--- src/core/svul_pkg.sv ---
// Summary of operation
// Function 18H selects update; feature bit 10.
// Cache ready only with no valid pages.
// Success loads microcode version, makes new keys.
// Fail on busy leaf, unready cache, low entropy.
// Any failure sets zero flag plus code.
// Version already current sets carry flag.
// Code 0 success, 7 conflict, checked first.
// Code 29 on insufficient random entropy.
// Code 30 unready cache, after conflict check.
// Code 31 when version unchanged after commit.
// Draw 512 random bits before commit.
// Paging leaves in progress also conflict.
// Keep 16-byte copy of old version.
// Hold new key in 64-byte store.
// Software keeps other leaves idle meanwhile.
// Other leaf during update may fault.
// Software retries after low entropy.
// Software removes all pages beforehand.
// Software traps leaf for foreign guests.
// Base key low half, report key high.
package svul_pkg;

  localparam logic [7:0] LEAF_FUNC            = 8'h18;
  localparam int         FEATURE_BIT          = 10;

  localparam logic [7:0] SUCCESS_CODE         = 8'h00;
  localparam logic [7:0] ACCESS_CONFLICT_CODE = 8'h07;
  localparam logic [7:0] LOW_ENTROPY_CODE     = 8'h1d;
  localparam logic [7:0] CACHE_NOT_READY_CODE = 8'h1e;
  localparam logic [7:0] VERSION_UNCHANGED_CODE = 8'h1f;

  localparam int VERSION_BYTES   = 16;
  localparam int KEY_BYTES       = 64;
  localparam int VERSION_BITS    = VERSION_BYTES * 8;
  localparam int KEY_BITS        = KEY_BYTES * 8;
  localparam int BASE_KEY_BITS   = 256;
  localparam int RNG_WORD_BITS   = 64;
  localparam int PAGE_COUNT_BITS = 16;

  localparam int                 AXI_ADDR_BITS = 8;
  localparam logic [7:0]         OFS_FUNC      = 8'h00;
  localparam logic [7:0]         OFS_STATUS    = 8'h04;
  localparam logic [7:0]         OFS_RESULT    = 8'h08;
  localparam logic [7:0]         OFS_FEATURE   = 8'h0c;
  localparam logic [7:0]         OFS_VERSION   = 8'h10;
  localparam logic [7:0]         VERSION_MASK  = 8'hf3;

  localparam int STS_BUSY = 0;
  localparam int STS_ZF   = 1;
  localparam int STS_CF   = 2;
  localparam int STS_DONE = 3;

  localparam logic [31:0]              FUNC_RST    = 32'h0000_0000;
  localparam logic [VERSION_BITS-1:0]  VERSION_RST = 128'h0;
  localparam logic [BASE_KEY_BITS-1:0] KEY_RST     = 256'h0;
  localparam logic [1:0]               RESP_OKAY   = 2'b00;
  localparam logic [1:0]               RESP_DECERR = 2'b11;

  typedef enum logic [2:0] {
    ST_IDLE   = 3'b000,
    ST_CHECK  = 3'b001,
    ST_KEYGEN = 3'b010,
    ST_COMMIT = 3'b011,
    ST_DECIDE = 3'b100
  } svul_state_e;

  typedef struct packed {
    logic       zero_flag;
    logic       carry_flag;
    logic [7:0] code;
  } svul_result_s;

  localparam svul_result_s RESULT_RST = '{zero_flag: 1'b0, carry_flag: 1'b0, code: 8'h00};

  function automatic logic [31:0] apply_strb(input logic [31:0] old_v,
                                             input logic [31:0] new_v,
                                             input logic [3:0]  strb);
    logic [31:0] r;
    r = old_v;
    for (int i = 0; i < 4; i++) begin
      if (strb[i]) begin
        r[i*8 +: 8] = new_v[i*8 +: 8];
      end
    end
    return r;
  endfunction

endpackage

--- src/core/svul_key_gather.sv ---
`timescale 1ns/10ps
// Collects random words into the pending paging key
module svul_key_gather #(
  parameter int WORD_W = svul_pkg::RNG_WORD_BITS,
  parameter int KEY_W  = svul_pkg::KEY_BITS
) (
  input  wire logic              aclk,
  input  wire logic              aresetn,
  input  wire logic              start,
  input  wire logic              rng_valid,
  input  wire logic [WORD_W-1:0] rng_data,
  input  wire logic              rng_low_entropy,
  output logic                   rng_req,
  output logic [KEY_W-1:0]       pending_key,
  output logic                   done,
  output logic                   fail
);
  localparam int WORDS = KEY_W / WORD_W;
  localparam int CNT_W = $clog2(WORDS + 1);

  logic             active_ff;
  logic [CNT_W-1:0] cnt_ff;
  logic [KEY_W-1:0] key_ff;
  logic             done_ff;
  logic             fail_ff;

  wire logic take      = active_ff && rng_valid;
  wire logic last_word = (cnt_ff == CNT_W'(WORDS - 1));

  assign rng_req     = active_ff;
  assign pending_key = key_ff;
  assign done        = done_ff;
  assign fail        = fail_ff;

  always_ff @(posedge aclk) begin
    if (!aresetn) begin
      active_ff <= 1'b0;
      cnt_ff    <= '0;
      key_ff    <= '0;
      done_ff   <= 1'b0;
      fail_ff   <= 1'b0;
    end else begin
      done_ff <= take && !rng_low_entropy && last_word;
      fail_ff <= take && rng_low_entropy;
      if (start) begin
        active_ff <= 1'b1;
        cnt_ff    <= '0;
      end else if (take) begin
        active_ff <= !rng_low_entropy && !last_word;
        cnt_ff    <= cnt_ff + 1'b1;
      end
      if (take && !rng_low_entropy) begin
        key_ff <= {rng_data, key_ff[KEY_W-1:WORD_W]};
      end
    end
  end
endmodule

--- src/core/svul_page_tracker.sv ---
`timescale 1ns/10ps
// Counts valid pages of the enclave page cache
module svul_page_tracker #(
  parameter int COUNT_W = svul_pkg::PAGE_COUNT_BITS
) (
  input  wire logic aclk,
  input  wire logic aresetn,
  input  wire logic page_mark_valid,
  input  wire logic page_mark_unused,
  output logic      cache_ready
);
  logic [COUNT_W-1:0] count_ff;

  wire logic up   = page_mark_valid && !page_mark_unused && !(&count_ff);
  wire logic down = page_mark_unused && !page_mark_valid && (count_ff != '0);

  assign cache_ready = (count_ff == '0);

  always_ff @(posedge aclk) begin
    if (!aresetn) begin
      count_ff <= '0;
    end else if (up) begin
      count_ff <= count_ff + 1'b1;
    end else if (down) begin
      count_ff <= count_ff - 1'b1;
    end
  end
endmodule

--- src/core/svul_top.sv ---
// The address map and the AXI4-Lite slave port were decided locally.
`timescale 1ns/10ps
// Version update leaf with an AXI4-Lite register slave
module svul_top (
  input  wire logic                                aclk,
  input  wire logic                                aresetn,
  input  wire logic [svul_pkg::AXI_ADDR_BITS-1:0]  awaddr,
  input  wire logic                                awvalid,
  output logic                                     awready,
  input  wire logic [31:0]                         wdata,
  input  wire logic [3:0]                          wstrb,
  input  wire logic                                wvalid,
  output logic                                     wready,
  output logic [1:0]                               bresp,
  output logic                                     bvalid,
  input  wire logic                                bready,
  input  wire logic [svul_pkg::AXI_ADDR_BITS-1:0]  araddr,
  input  wire logic                                arvalid,
  output logic                                     arready,
  output logic [31:0]                              rdata,
  output logic [1:0]                               rresp,
  output logic                                     rvalid,
  input  wire logic                                rready,
  input  wire logic                                priv_leaf_active,
  input  wire logic                                paging_leaf_active,
  input  wire logic                                page_mark_valid,
  input  wire logic                                page_mark_unused,
  input  wire logic [svul_pkg::VERSION_BITS-1:0]   ucode_version,
  output logic                                     rng_req,
  input  wire logic                                rng_valid,
  input  wire logic [svul_pkg::RNG_WORD_BITS-1:0]  rng_data,
  input  wire logic                                rng_low_entropy,
  input  wire logic                                other_leaf_issue,
  output logic                                     update_busy,
  output logic                                     gp_fault,
  output logic [svul_pkg::BASE_KEY_BITS-1:0]       base_key,
  output logic [svul_pkg::BASE_KEY_BITS-1:0]       report_auth_key,
  output logic [svul_pkg::VERSION_BITS-1:0]        internal_security_version
);
  localparam int KB = svul_pkg::KEY_BITS;
  localparam int BB = svul_pkg::BASE_KEY_BITS;
  localparam int VB = svul_pkg::VERSION_BITS;

  // Write and read channel registers, function register
  logic                              aw_held_ff;
  logic [svul_pkg::AXI_ADDR_BITS-1:0] aw_addr_ff;
  logic                              w_held_ff;
  logic [31:0]                       w_data_ff;
  logic [3:0]                        w_strb_ff;
  logic                              bvalid_ff;
  logic [1:0]                        bresp_ff;
  logic                              rvalid_ff;
  logic [31:0]                       rdata_ff;
  logic [1:0]                        rresp_ff;
  logic [31:0]                       func_ff;

  // Leaf state
  svul_pkg::svul_state_e  state_ff;
  svul_pkg::svul_state_e  nxt_state;
  svul_pkg::svul_result_s result_ff;
  svul_pkg::svul_result_s nxt_result;
  logic                   done_ff;
  logic                   nxt_done;
  logic [VB-1:0]          saved_version_copy_ff;
  logic [VB-1:0]          internal_version_ff;
  logic [BB-1:0]          base_key_ff;
  logic [BB-1:0]          report_key_ff;
  logic                   gp_fault_ff;

  logic          cache_ready;
  logic [KB-1:0] pending_key;
  logic          key_done;
  logic          key_fail;

  wire logic aw_take = awvalid && awready;
  wire logic w_take  = wvalid && wready;
  wire logic have_aw = aw_held_ff || aw_take;
  wire logic have_w  = w_held_ff || w_take;
  wire logic wr_fire = have_aw && have_w;

  wire logic [svul_pkg::AXI_ADDR_BITS-1:0] wr_addr = aw_held_ff ? aw_addr_ff : awaddr;
  wire logic [31:0] wr_data = w_held_ff ? w_data_ff : wdata;
  wire logic [3:0]  wr_strb = w_held_ff ? w_strb_ff : wstrb;

  wire logic busy       = (state_ff != svul_pkg::ST_IDLE);
  wire logic conflict   = priv_leaf_active || paging_leaf_active;
  wire logic func_wr    = wr_fire && (wr_addr == svul_pkg::OFS_FUNC);
  wire logic start      = func_wr && !busy && wr_strb[0] &&
                          (wr_data[7:0] == svul_pkg::LEAF_FUNC);
  wire logic version_hit_w = ((wr_addr & svul_pkg::VERSION_MASK) == svul_pkg::OFS_VERSION);
  wire logic wr_mapped  = (wr_addr == svul_pkg::OFS_FUNC) || (wr_addr == svul_pkg::OFS_STATUS) ||
                          (wr_addr == svul_pkg::OFS_RESULT) ||
                          (wr_addr == svul_pkg::OFS_FEATURE) || version_hit_w;
  wire logic key_start  = (state_ff == svul_pkg::ST_CHECK) && (nxt_state == svul_pkg::ST_KEYGEN);
  wire logic versions_equal = (saved_version_copy_ff == internal_version_ff);

  // Read decode
  wire logic ar_take       = arvalid && arready;
  wire logic version_hit_r = ((araddr & svul_pkg::VERSION_MASK) == svul_pkg::OFS_VERSION);
  wire logic [31:0] status_word = {28'h0, done_ff, result_ff.carry_flag,
                                   result_ff.zero_flag, busy};
  wire logic [31:0] version_word = internal_version_ff[araddr[3:2]*32 +: 32];
  wire logic [31:0] feature_word = 32'h1 << svul_pkg::FEATURE_BIT;
  wire logic rd_mapped = (araddr == svul_pkg::OFS_FUNC) || (araddr == svul_pkg::OFS_STATUS) ||
                         (araddr == svul_pkg::OFS_RESULT) || (araddr == svul_pkg::OFS_FEATURE) ||
                         version_hit_r;
  wire logic [31:0] rd_mux =
    (araddr == svul_pkg::OFS_FUNC)    ? func_ff :
    (araddr == svul_pkg::OFS_STATUS)  ? status_word :
    (araddr == svul_pkg::OFS_RESULT)  ? {24'h0, result_ff.code} :
    (araddr == svul_pkg::OFS_FEATURE) ? feature_word :
    version_hit_r                     ? version_word : 32'h0;

  assign awready = !aw_held_ff && !bvalid_ff;
  assign wready  = !w_held_ff && !bvalid_ff;
  assign bvalid  = bvalid_ff;
  assign bresp   = bresp_ff;
  assign arready = !rvalid_ff;
  assign rvalid  = rvalid_ff;
  assign rdata   = rdata_ff;
  assign rresp   = rresp_ff;

  assign update_busy               = busy;
  assign gp_fault                  = gp_fault_ff;
  assign base_key                  = base_key_ff;
  assign report_auth_key           = report_key_ff;
  assign internal_security_version = internal_version_ff;

  svul_page_tracker u_page_tracker (
    .aclk             (aclk),
    .aresetn          (aresetn),
    .page_mark_valid  (page_mark_valid),
    .page_mark_unused (page_mark_unused),
    .cache_ready      (cache_ready)
  );

  svul_key_gather u_key_gather (
    .aclk            (aclk),
    .aresetn         (aresetn),
    .start           (key_start),
    .rng_valid       (rng_valid),
    .rng_data        (rng_data),
    .rng_low_entropy (rng_low_entropy),
    .rng_req         (rng_req),
    .pending_key     (pending_key),
    .done            (key_done),
    .fail            (key_fail)
  );

  // Leaf sequence: conflict, readiness, key draw, commit, decide
  always_comb begin
    nxt_state  = state_ff;
    nxt_result = result_ff;
    nxt_done   = done_ff;
    unique case (state_ff)
      svul_pkg::ST_IDLE: begin
        if (start) begin
          nxt_state  = svul_pkg::ST_CHECK;
          nxt_result = svul_pkg::RESULT_RST;
          nxt_done   = 1'b0;
        end
      end
      svul_pkg::ST_CHECK: begin
        if (conflict) begin
          nxt_state  = svul_pkg::ST_IDLE;
          nxt_result = '{1'b1, 1'b0, svul_pkg::ACCESS_CONFLICT_CODE};
          nxt_done   = 1'b1;
        end else if (!cache_ready) begin
          nxt_state  = svul_pkg::ST_IDLE;
          nxt_result = '{1'b1, 1'b0, svul_pkg::CACHE_NOT_READY_CODE};
          nxt_done   = 1'b1;
        end else begin
          nxt_state = svul_pkg::ST_KEYGEN;
        end
      end
      svul_pkg::ST_KEYGEN: begin
        if (key_fail) begin
          nxt_state  = svul_pkg::ST_IDLE;
          nxt_result = '{1'b1, 1'b0, svul_pkg::LOW_ENTROPY_CODE};
          nxt_done   = 1'b1;
        end else if (key_done) begin
          nxt_state = svul_pkg::ST_COMMIT;
        end
      end
      svul_pkg::ST_COMMIT: begin
        nxt_state = svul_pkg::ST_DECIDE;
      end
      svul_pkg::ST_DECIDE: begin
        nxt_state = svul_pkg::ST_IDLE;
        nxt_done  = 1'b1;
        if (versions_equal) begin
          nxt_result = '{1'b0, 1'b1, svul_pkg::VERSION_UNCHANGED_CODE};
        end else begin
          nxt_result = '{1'b0, 1'b0, svul_pkg::SUCCESS_CODE};
        end
      end
      default: begin
        nxt_state = svul_pkg::ST_IDLE;
      end
    endcase
  end

  always_ff @(posedge aclk) begin
    if (!aresetn) begin
      state_ff  <= svul_pkg::ST_IDLE;
      result_ff <= svul_pkg::RESULT_RST;
      done_ff   <= 1'b0;
    end else begin
      state_ff  <= nxt_state;
      result_ff <= nxt_result;
      done_ff   <= nxt_done;
    end
  end

  // Commit step and key stores
  always_ff @(posedge aclk) begin
    if (!aresetn) begin
      saved_version_copy_ff <= svul_pkg::VERSION_RST;
      internal_version_ff   <= svul_pkg::VERSION_RST;
      base_key_ff           <= svul_pkg::KEY_RST;
      report_key_ff         <= svul_pkg::KEY_RST;
    end else if (state_ff == svul_pkg::ST_COMMIT) begin
      saved_version_copy_ff <= internal_version_ff;
      internal_version_ff   <= ucode_version;
    end else if (state_ff == svul_pkg::ST_DECIDE && !versions_equal) begin
      base_key_ff   <= pending_key[BB-1:0];
      report_key_ff <= pending_key[KB-1:BB];
    end
  end

  always_ff @(posedge aclk) begin
    if (!aresetn) begin
      gp_fault_ff <= 1'b0;
    end else begin
      gp_fault_ff <= other_leaf_issue && busy;
    end
  end

  // AXI4-Lite write path
  always_ff @(posedge aclk) begin
    if (!aresetn) begin
      aw_held_ff <= 1'b0;
      aw_addr_ff <= '0;
      w_held_ff  <= 1'b0;
      w_data_ff  <= 32'h0;
      w_strb_ff  <= 4'h0;
      bvalid_ff  <= 1'b0;
      bresp_ff   <= svul_pkg::RESP_OKAY;
      func_ff    <= svul_pkg::FUNC_RST;
    end else begin
      if (aw_take) begin
        aw_addr_ff <= awaddr;
      end
      if (w_take) begin
        w_data_ff <= wdata;
        w_strb_ff <= wstrb;
      end
      if (wr_fire) begin
        aw_held_ff <= 1'b0;
        w_held_ff  <= 1'b0;
        bvalid_ff  <= 1'b1;
        bresp_ff   <= wr_mapped ? svul_pkg::RESP_OKAY : svul_pkg::RESP_DECERR;
      end else begin
        aw_held_ff <= have_aw;
        w_held_ff  <= have_w;
        if (bvalid_ff && bready) begin
          bvalid_ff <= 1'b0;
        end
      end
      if (func_wr && !busy) begin
        func_ff <= svul_pkg::apply_strb(func_ff, wr_data, wr_strb);
      end
    end
  end

  // AXI4-Lite read path
  always_ff @(posedge aclk) begin
    if (!aresetn) begin
      rvalid_ff <= 1'b0;
      rdata_ff  <= 32'h0;
      rresp_ff  <= svul_pkg::RESP_OKAY;
    end else if (ar_take) begin
      rvalid_ff <= 1'b1;
      rdata_ff  <= rd_mux;
      rresp_ff  <= rd_mapped ? svul_pkg::RESP_OKAY : svul_pkg::RESP_DECERR;
    end else if (rvalid_ff && rready) begin
      rvalid_ff <= 1'b0;
    end
  end
endmodule

--- config.mk ---
export PLATFORM = sky130hd
export DESIGN_NAME = svul_top
export DESIGN_NICKNAME = d
export VERILOG_FILES = /design/src/core/svul_pkg.sv /design/src/core/svul_key_gather.sv /design/src/core/svul_page_tracker.sv /design/src/core/svul_top.sv
export SDC_FILE = /design/constraint.sdc
export NUM_CORES = 2
export LEC_CHECK = 0
export ABC_AREA = 1
export BUFFER_PORTS_ARGS = -buffer_cell sky130_fd_sc_hd__buf_2
export CORE_AREA = 5 5 359 361
export DETAILED_ROUTE_END_ITERATION = 7
export DIE_AREA = 0 0 364 366
export GPL_ROUTABILITY_DRIVEN = 0
export PLACE_DENSITY_LB_ADDON = 0.15
export SLEW_MARGIN = 40
export SYNTH_ARGS = -nofsm -noshare
export SYNTH_HDL_FRONTEND = slang
export SYNTH_SLANG_ARGS = --single-unit
--- constraint.sdc ---
create_clock -name aclk -period 4 [get_ports aclk]
set_input_delay 0.4 -clock aclk [delete_from_list [all_inputs] [get_ports aclk]]
set_output_delay 0.4 -clock aclk [all_outputs]
set_load 0.01 [all_outputs]
**Word-level counts from Yosys, hierarchy flattened**

Cells that the tools add are included.

- Bits of input ports: 258
- Flip-flop bits (word level): 1434

- Bitwise operators: 2
- Eq/ne operators: 19
- Multiplexer cells: 35
- Add/sub/neg operators: 3
- Shifts and indexed selects: 1
- Reduce and logical (&&, ||, !) cells: 66

Operators by type and width:

| kind | count |
|---|---|
| $mux W32 | 6 |
| $eq A128 B128 Y1 | 1 |
| $shiftx A128 B8 Y32 | 1 |
| $mux W10 | 4 |
| $pmux W10 S4 | 1 |
| $eq A8 B4 Y1 const B | 4 |
| $mux W16 | 2 |
| $logic_and A1 B1 Y1 | 24 |
| $add A16 B1 Y16 const B | 1 |
| $eq A8 B3 Y1 const B | 2 |
| $logic_not A16 Y1 | 1 |
| $logic_not A8 Y1 | 2 |
| $reduce_and A16 Y1 | 1 |
| $reduce_bool A16 Y1 | 1 |
| $sub A16 B1 Y16 const B | 1 |
| $eq A6 B3 Y1 const B | 2 |
| $pmux W3 S4 | 1 |
| $logic_not A1 Y1 | 11 |
| $logic_or A1 B1 Y1 | 11 |
| $mux W1 | 10 |
| $reduce_and A2 Y1 | 5 |
| $eq A3 B2 Y1 const B | 3 |
| $mux W3 | 3 |
| $mux W9 | 1 |
| 19 further kinds | 27 |

**Depth between registers and ports, before layout**

- Depth after elaboration: 14
- Depth in mapped cells: 17
- Depth with buffers taken out: 17

**By module**

Synthesis repeated with hierarchy kept, for this count alone.

- Cells, all modules: 6951
- Area, all modules: 53077.2 sq um

By module, submodules not included:

| module | area each (sq um) | cells an instance | instances | sequential area each (sq um) |
|---|---|---|---|---|
| svul_top | 33702.3 | 4417 | 1 | 17877.1 |
| svul_key_gather | 17780.8 | 2259 | 1 | 10390.0 |
| svul_page_tracker | 1594.0 | 275 | 1 | 320.3 |

**Least setup slack after synthesis**

No wires, ideal clock.

- Kind: flip-flop to flip-flop
- Start point: reg u_page_tracker.count_ff[0]
- End point: reg u_page_tracker.count_ff[13]
- Data arrival time: 2573 ps
- Buffers on the path: 0
- Period minus slack after synthesis: 2682 ps
- Setup slack: 1318 ps
- Cell stages (with the launch flop): 18
- Setup time: 109 ps
- Path through: dfxtp_1 -> inv_1 -> nor4_1 -> nand4_1 -> nand2_1 -> ha_1 -> a21oi_1 -> o21ai_0 -> nand2_1 -> nand2_1 -> a21oi_1 -> o21ai_0 -> nand2_1 -> nand2_1 -> nand2_1 -> nand3_1 -> nand2_1 -> inv_1

- Cells in the longest elaborated chain, start to end: 4
- Elaborated cells on any way between the ends: 10

RTL lines:

| what | line | text |
|---|---|---|
| start: declaration | svul_page_tracker.sv:12 | `logic [COUNT_W-1:0] count_ff;` |
| start signal: assignment | svul_page_tracker.sv:23 | `count_ff <= count_ff + 1'b1;` |
| start signal: assignment | svul_page_tracker.sv:25 | `count_ff <= count_ff - 1'b1;` |
| branches (longest 4 deep; another with $sub A16 B1 Y16) | - |  |

Several ways; the timed one is not identified. The select of a mux whose other input is x is not followed.
A chain may end at the register's enable or synchronous reset.

**Final worst setup path**

- Start point: reg u_page_tracker.count_ff[12]
- End point: reg u_page_tracker.count_ff[14]

The elaborated chain is that of the path after synthesis.

==> metrics.txt <==
IO Count=roughly 940; Post-Syn Area=approximately 52000 um^2; pwr/cell area=roughly 450 nW/um^2; initial antenna violation count=7; largest fanout on the critical path=11; vias per inst=approximately 5.2; Logic pwr share=0.047; Post-synth top flop=dfxtp_1; largest net degree at the start of global routing=about 230; P_int=between 20 and 25 mW; synthesized instance count=slightly below 7k; Hold Crit Endpoint=rdata[28]; Arr. time, crit path=roughly 3.8 ns; sequential share of the synthesized area=0.545; adder-cell area share of the yosys netlist=0.00396; P_sw=between 6 and 7 mW; TritonCTS Sinks=around 1.4k; status=finished clean; compound-gate portion of the synthesized area=0.188; final cell count without fillers=9493; TritonRoute pass-1 iters=6; mux share of post-synthesis cell area=0.000191; post-CTS setup buffers=0; Post-Syn Nets=just over 7k; CORE AREA=about 130000 um^2; met1 Track Usage GR=0.386; Post-synth EDFFs=0; PnR worst setup slack=a little over 0.9 ns; r2r startpoint=u_page_tracker.count_ff[12]; Synth Register Bits=around 1.4k; Max Transition Viols Final=0; most frequent cells in the layout=2224 x nor2_1, 1427 x dfxtp_1, 1405 x o21ai_0; area delta synth->final=25.1%; Routed WL=~190000 um; RR Endpoint=u_page_tracker.count_ff[14]; Max clock buf depth=3; critical path capture point type=flop; crit start category=flop; xor/xnor share of the synthesized area=0.0187; share of cells above drive strength 1=0.163; Final Cycle Share=0.768; number of global-route vias before repair=~46k; vias post-DR=~49k; Post-CTS Resized=0; sw frac=0.227; Clock Pin Slew Worst Setup and Hold Paths=about 0.060 ns; DIE AREA=roughly 130000 um^2; drt initial violations=approximately 4.5k; WL per Instance=around 20 um; Worst Skew=roughly 0.037 ns; Die H=about 370 um; die width=~360 um; final count of hold timing violations=0; Synthesis Warnings=0; Finish-stage setup viols=0; most heavily used metal layer in global routing=met2; Cell Count Post-Placement=roughly 9k; I/O Buffers=about 940; RSZ-0062 raised after global routing=false; met2 Track Usage GR=0.387; worst hold start=aresetn; CTS tree=done; gr ovfl total=0; crit path kind=flop to flop; post-DP HPWL=around 130000 um; largest family of logic cells by synthesized area=simple AND/OR/NAND/NOR gates; TritonCTS buffer count=approximately 150; static leakage=roughly 30 nW; fin crit period=between 3 and 4 ns; GR Util met3=0.0733; Tot GR Track Use=0.275; Post-CTS Hold Buffers=approximately 240; root buf cell=clkbuf_16; WHS Path Cells=3; commonest non-fill, non-tap cell in the layout=nor2_1; CP required=about 4.7 ns; global-route wire length before repair=between 200000 and 300000 um; Slew @ Worst Pin=approximately 1.1 ns; MaxCap Viol Count=0; final net count=approximately 8k; async set or reset register ratio after synthesis=0; Initial Util=0.419; R2R setup slack=around 0.93 ns; drt drc=0; row count=130; Worst-Skew Late Latency=~0.81 ns; type of the tightest min-delay check=primary input to flop; CTS HTree Levels=4; max frequency=between 300 and 400 MHz; worst vdd ir=0.000427 V; clock share of power=0.470; dpl ws=~0.97 ns; Detail Route Antenna Nets=0; r2r worst-path depth=15; unique cell type count in the Yosys netlist=47; sequential group share of total power=0.483; max_slew headroom=0.250; area share of and/or/nand/nor cells after synthesis=0.189; syn avg cell area=around 7.7 um^2; Final TNS setup=0 ns
==> registers in the layout, indices dropped and copies added, names as in the netlist, 6 cells and up <==
signal                     count
u_page_tracker.count_ff       16
w_data_ff                     32
result_ff                      6
rdata                         32
func_ff                       32
saved_version_copy_ff        128
u_key_gather.pending_key     512
aw_addr_ff                     8
report_auth_key              256
base_key                     256
internal_security_version    128
==> worst max path at each step <==
stage / slack [ns] / end / from / cells after the start
6_report: 0.93 / u_page_tracker.count_ff[14] / u_page_tracker.count_ff[12] / 15
5_1_grt: 0.56 / u_page_tracker.count_ff[14] / u_page_tracker.count_ff[0] / 15
4_1_cts: 0.95 / base_key[127] / internal_security_version[108] / 15
3_5_place_dp: 0.97 / base_key[127] / internal_security_version[55] / 13
3_3_place_gp: 0.98 / base_key[123] / internal_security_version[55] / 13
2_1_floorplan: 1.32 / u_page_tracker.count_ff[13] / u_page_tracker.count_ff[0] / 17
==> synth_stat cells, types with 4 or more instances <==
master | count | area (um^2)
nor4_1 | 4 | 25.0
o21ai_0 | 1406 | 7040
a21oi_1 | 405 | 2030
a311oi_1 | 4 | 35.0
ha_1 | 15 | 188
inv_1 | 222 | 833
buf_2 | 95 | 475
nor3_1 | 31 | 155
xor2_1 | 8 | 70.1
nand4_1 | 14 | 87.6
nand2_1 | 269 | 1010
clkbuf_1 | 382 | 1430
inv_2 | 28 | 105
o2111ai_1 | 4 | 35.0
o21ai_1 | 9 | 45.0
dfxtp_1 | 1428 | 28600
a211oi_1 | 25 | 188
nor2_1 | 2225 | 8350
o22ai_1 | 52 | 325
xnor2_1 | 104 | 911
buf_1 | 6 | 22.5
nand3_1 | 24 | 120
==> worst max-delay path: stages, from the launching register on <==
cell,delay [ns]
dfxtp_1,0.36
inv_1,0.07
nor4_1,0.31
nand4_1,0.17
nand2_1,0.24
buf_4,0.25
ha_1,0.30
a21oi_1,0.18
o21ai_0,0.10
a21oi_1,0.22
o21ai_0,0.21
a21oi_1,0.20
xor2_1,0.16
nand2_1,0.06
nand2_1,0.08
inv_1,0.03
==> final cells by class <==
class,instances,area (um^2)
Fill cell,12200,59500
Sequential cell,1428,28600
Antenna cell,8,20.0
Clock inverter,33,488
Multi-Input combinational cell,4633,21000
Inverter,252,967
Clock buffer,235,4460
Timing Repair Buffer,1254,7990
Tap cell,1650,2060
==> power groups by stage <==
stage	clock network, mW	logic, mW	registers, mW
4_1_cts	14.3	1.37	14.4
6_report	14.0	1.39	14.4
3_5_place_dp	0	1.18	14.7
2_1_floorplan	0	0.777	14.7
3_3_place_gp	0	1.18	14.7
5_1_grt	14.9	1.54	14.4
==> kinds of logic (layout without fill, tap and decap cells) <==
group           Yosys count  count (layout)
flops                  1428            1428
buf+inv                 737            1774
other cells               0               8
compound gates         1922            1922
simple gates           2582            2582
xor+xnor                112             112
mux                       1               1
fa+ha+maj                16              16
==> through the flow <==
stage / hold WS (ns) / utilization / cell area (um^2) / power, mW
2_1_floorplan: 0.429 / - / 52400 / 15.5
3_3_place_gp: 0.438 / 0.464 / 58100 / 15.9
3_5_place_dp: 0.438 / 0.465 / 58100 / 15.9
4_1_cts: 0.00242 / 0.524 / 65500 / 30.0
5_1_grt: 0.0373 / 0.524 / 65500 / 30.9
6_report: 0.0509 / 0.524 / 65500 / 29.8
==> per-layer routing <==
layer  wire length [um]  vias up
met4              10900        0
met2              76800     1733
met3              15400      414
met5                  0        -
met1              87000    22800
li1                   -    24000
No activity file was read; power rests on OpenSTA's default activity.
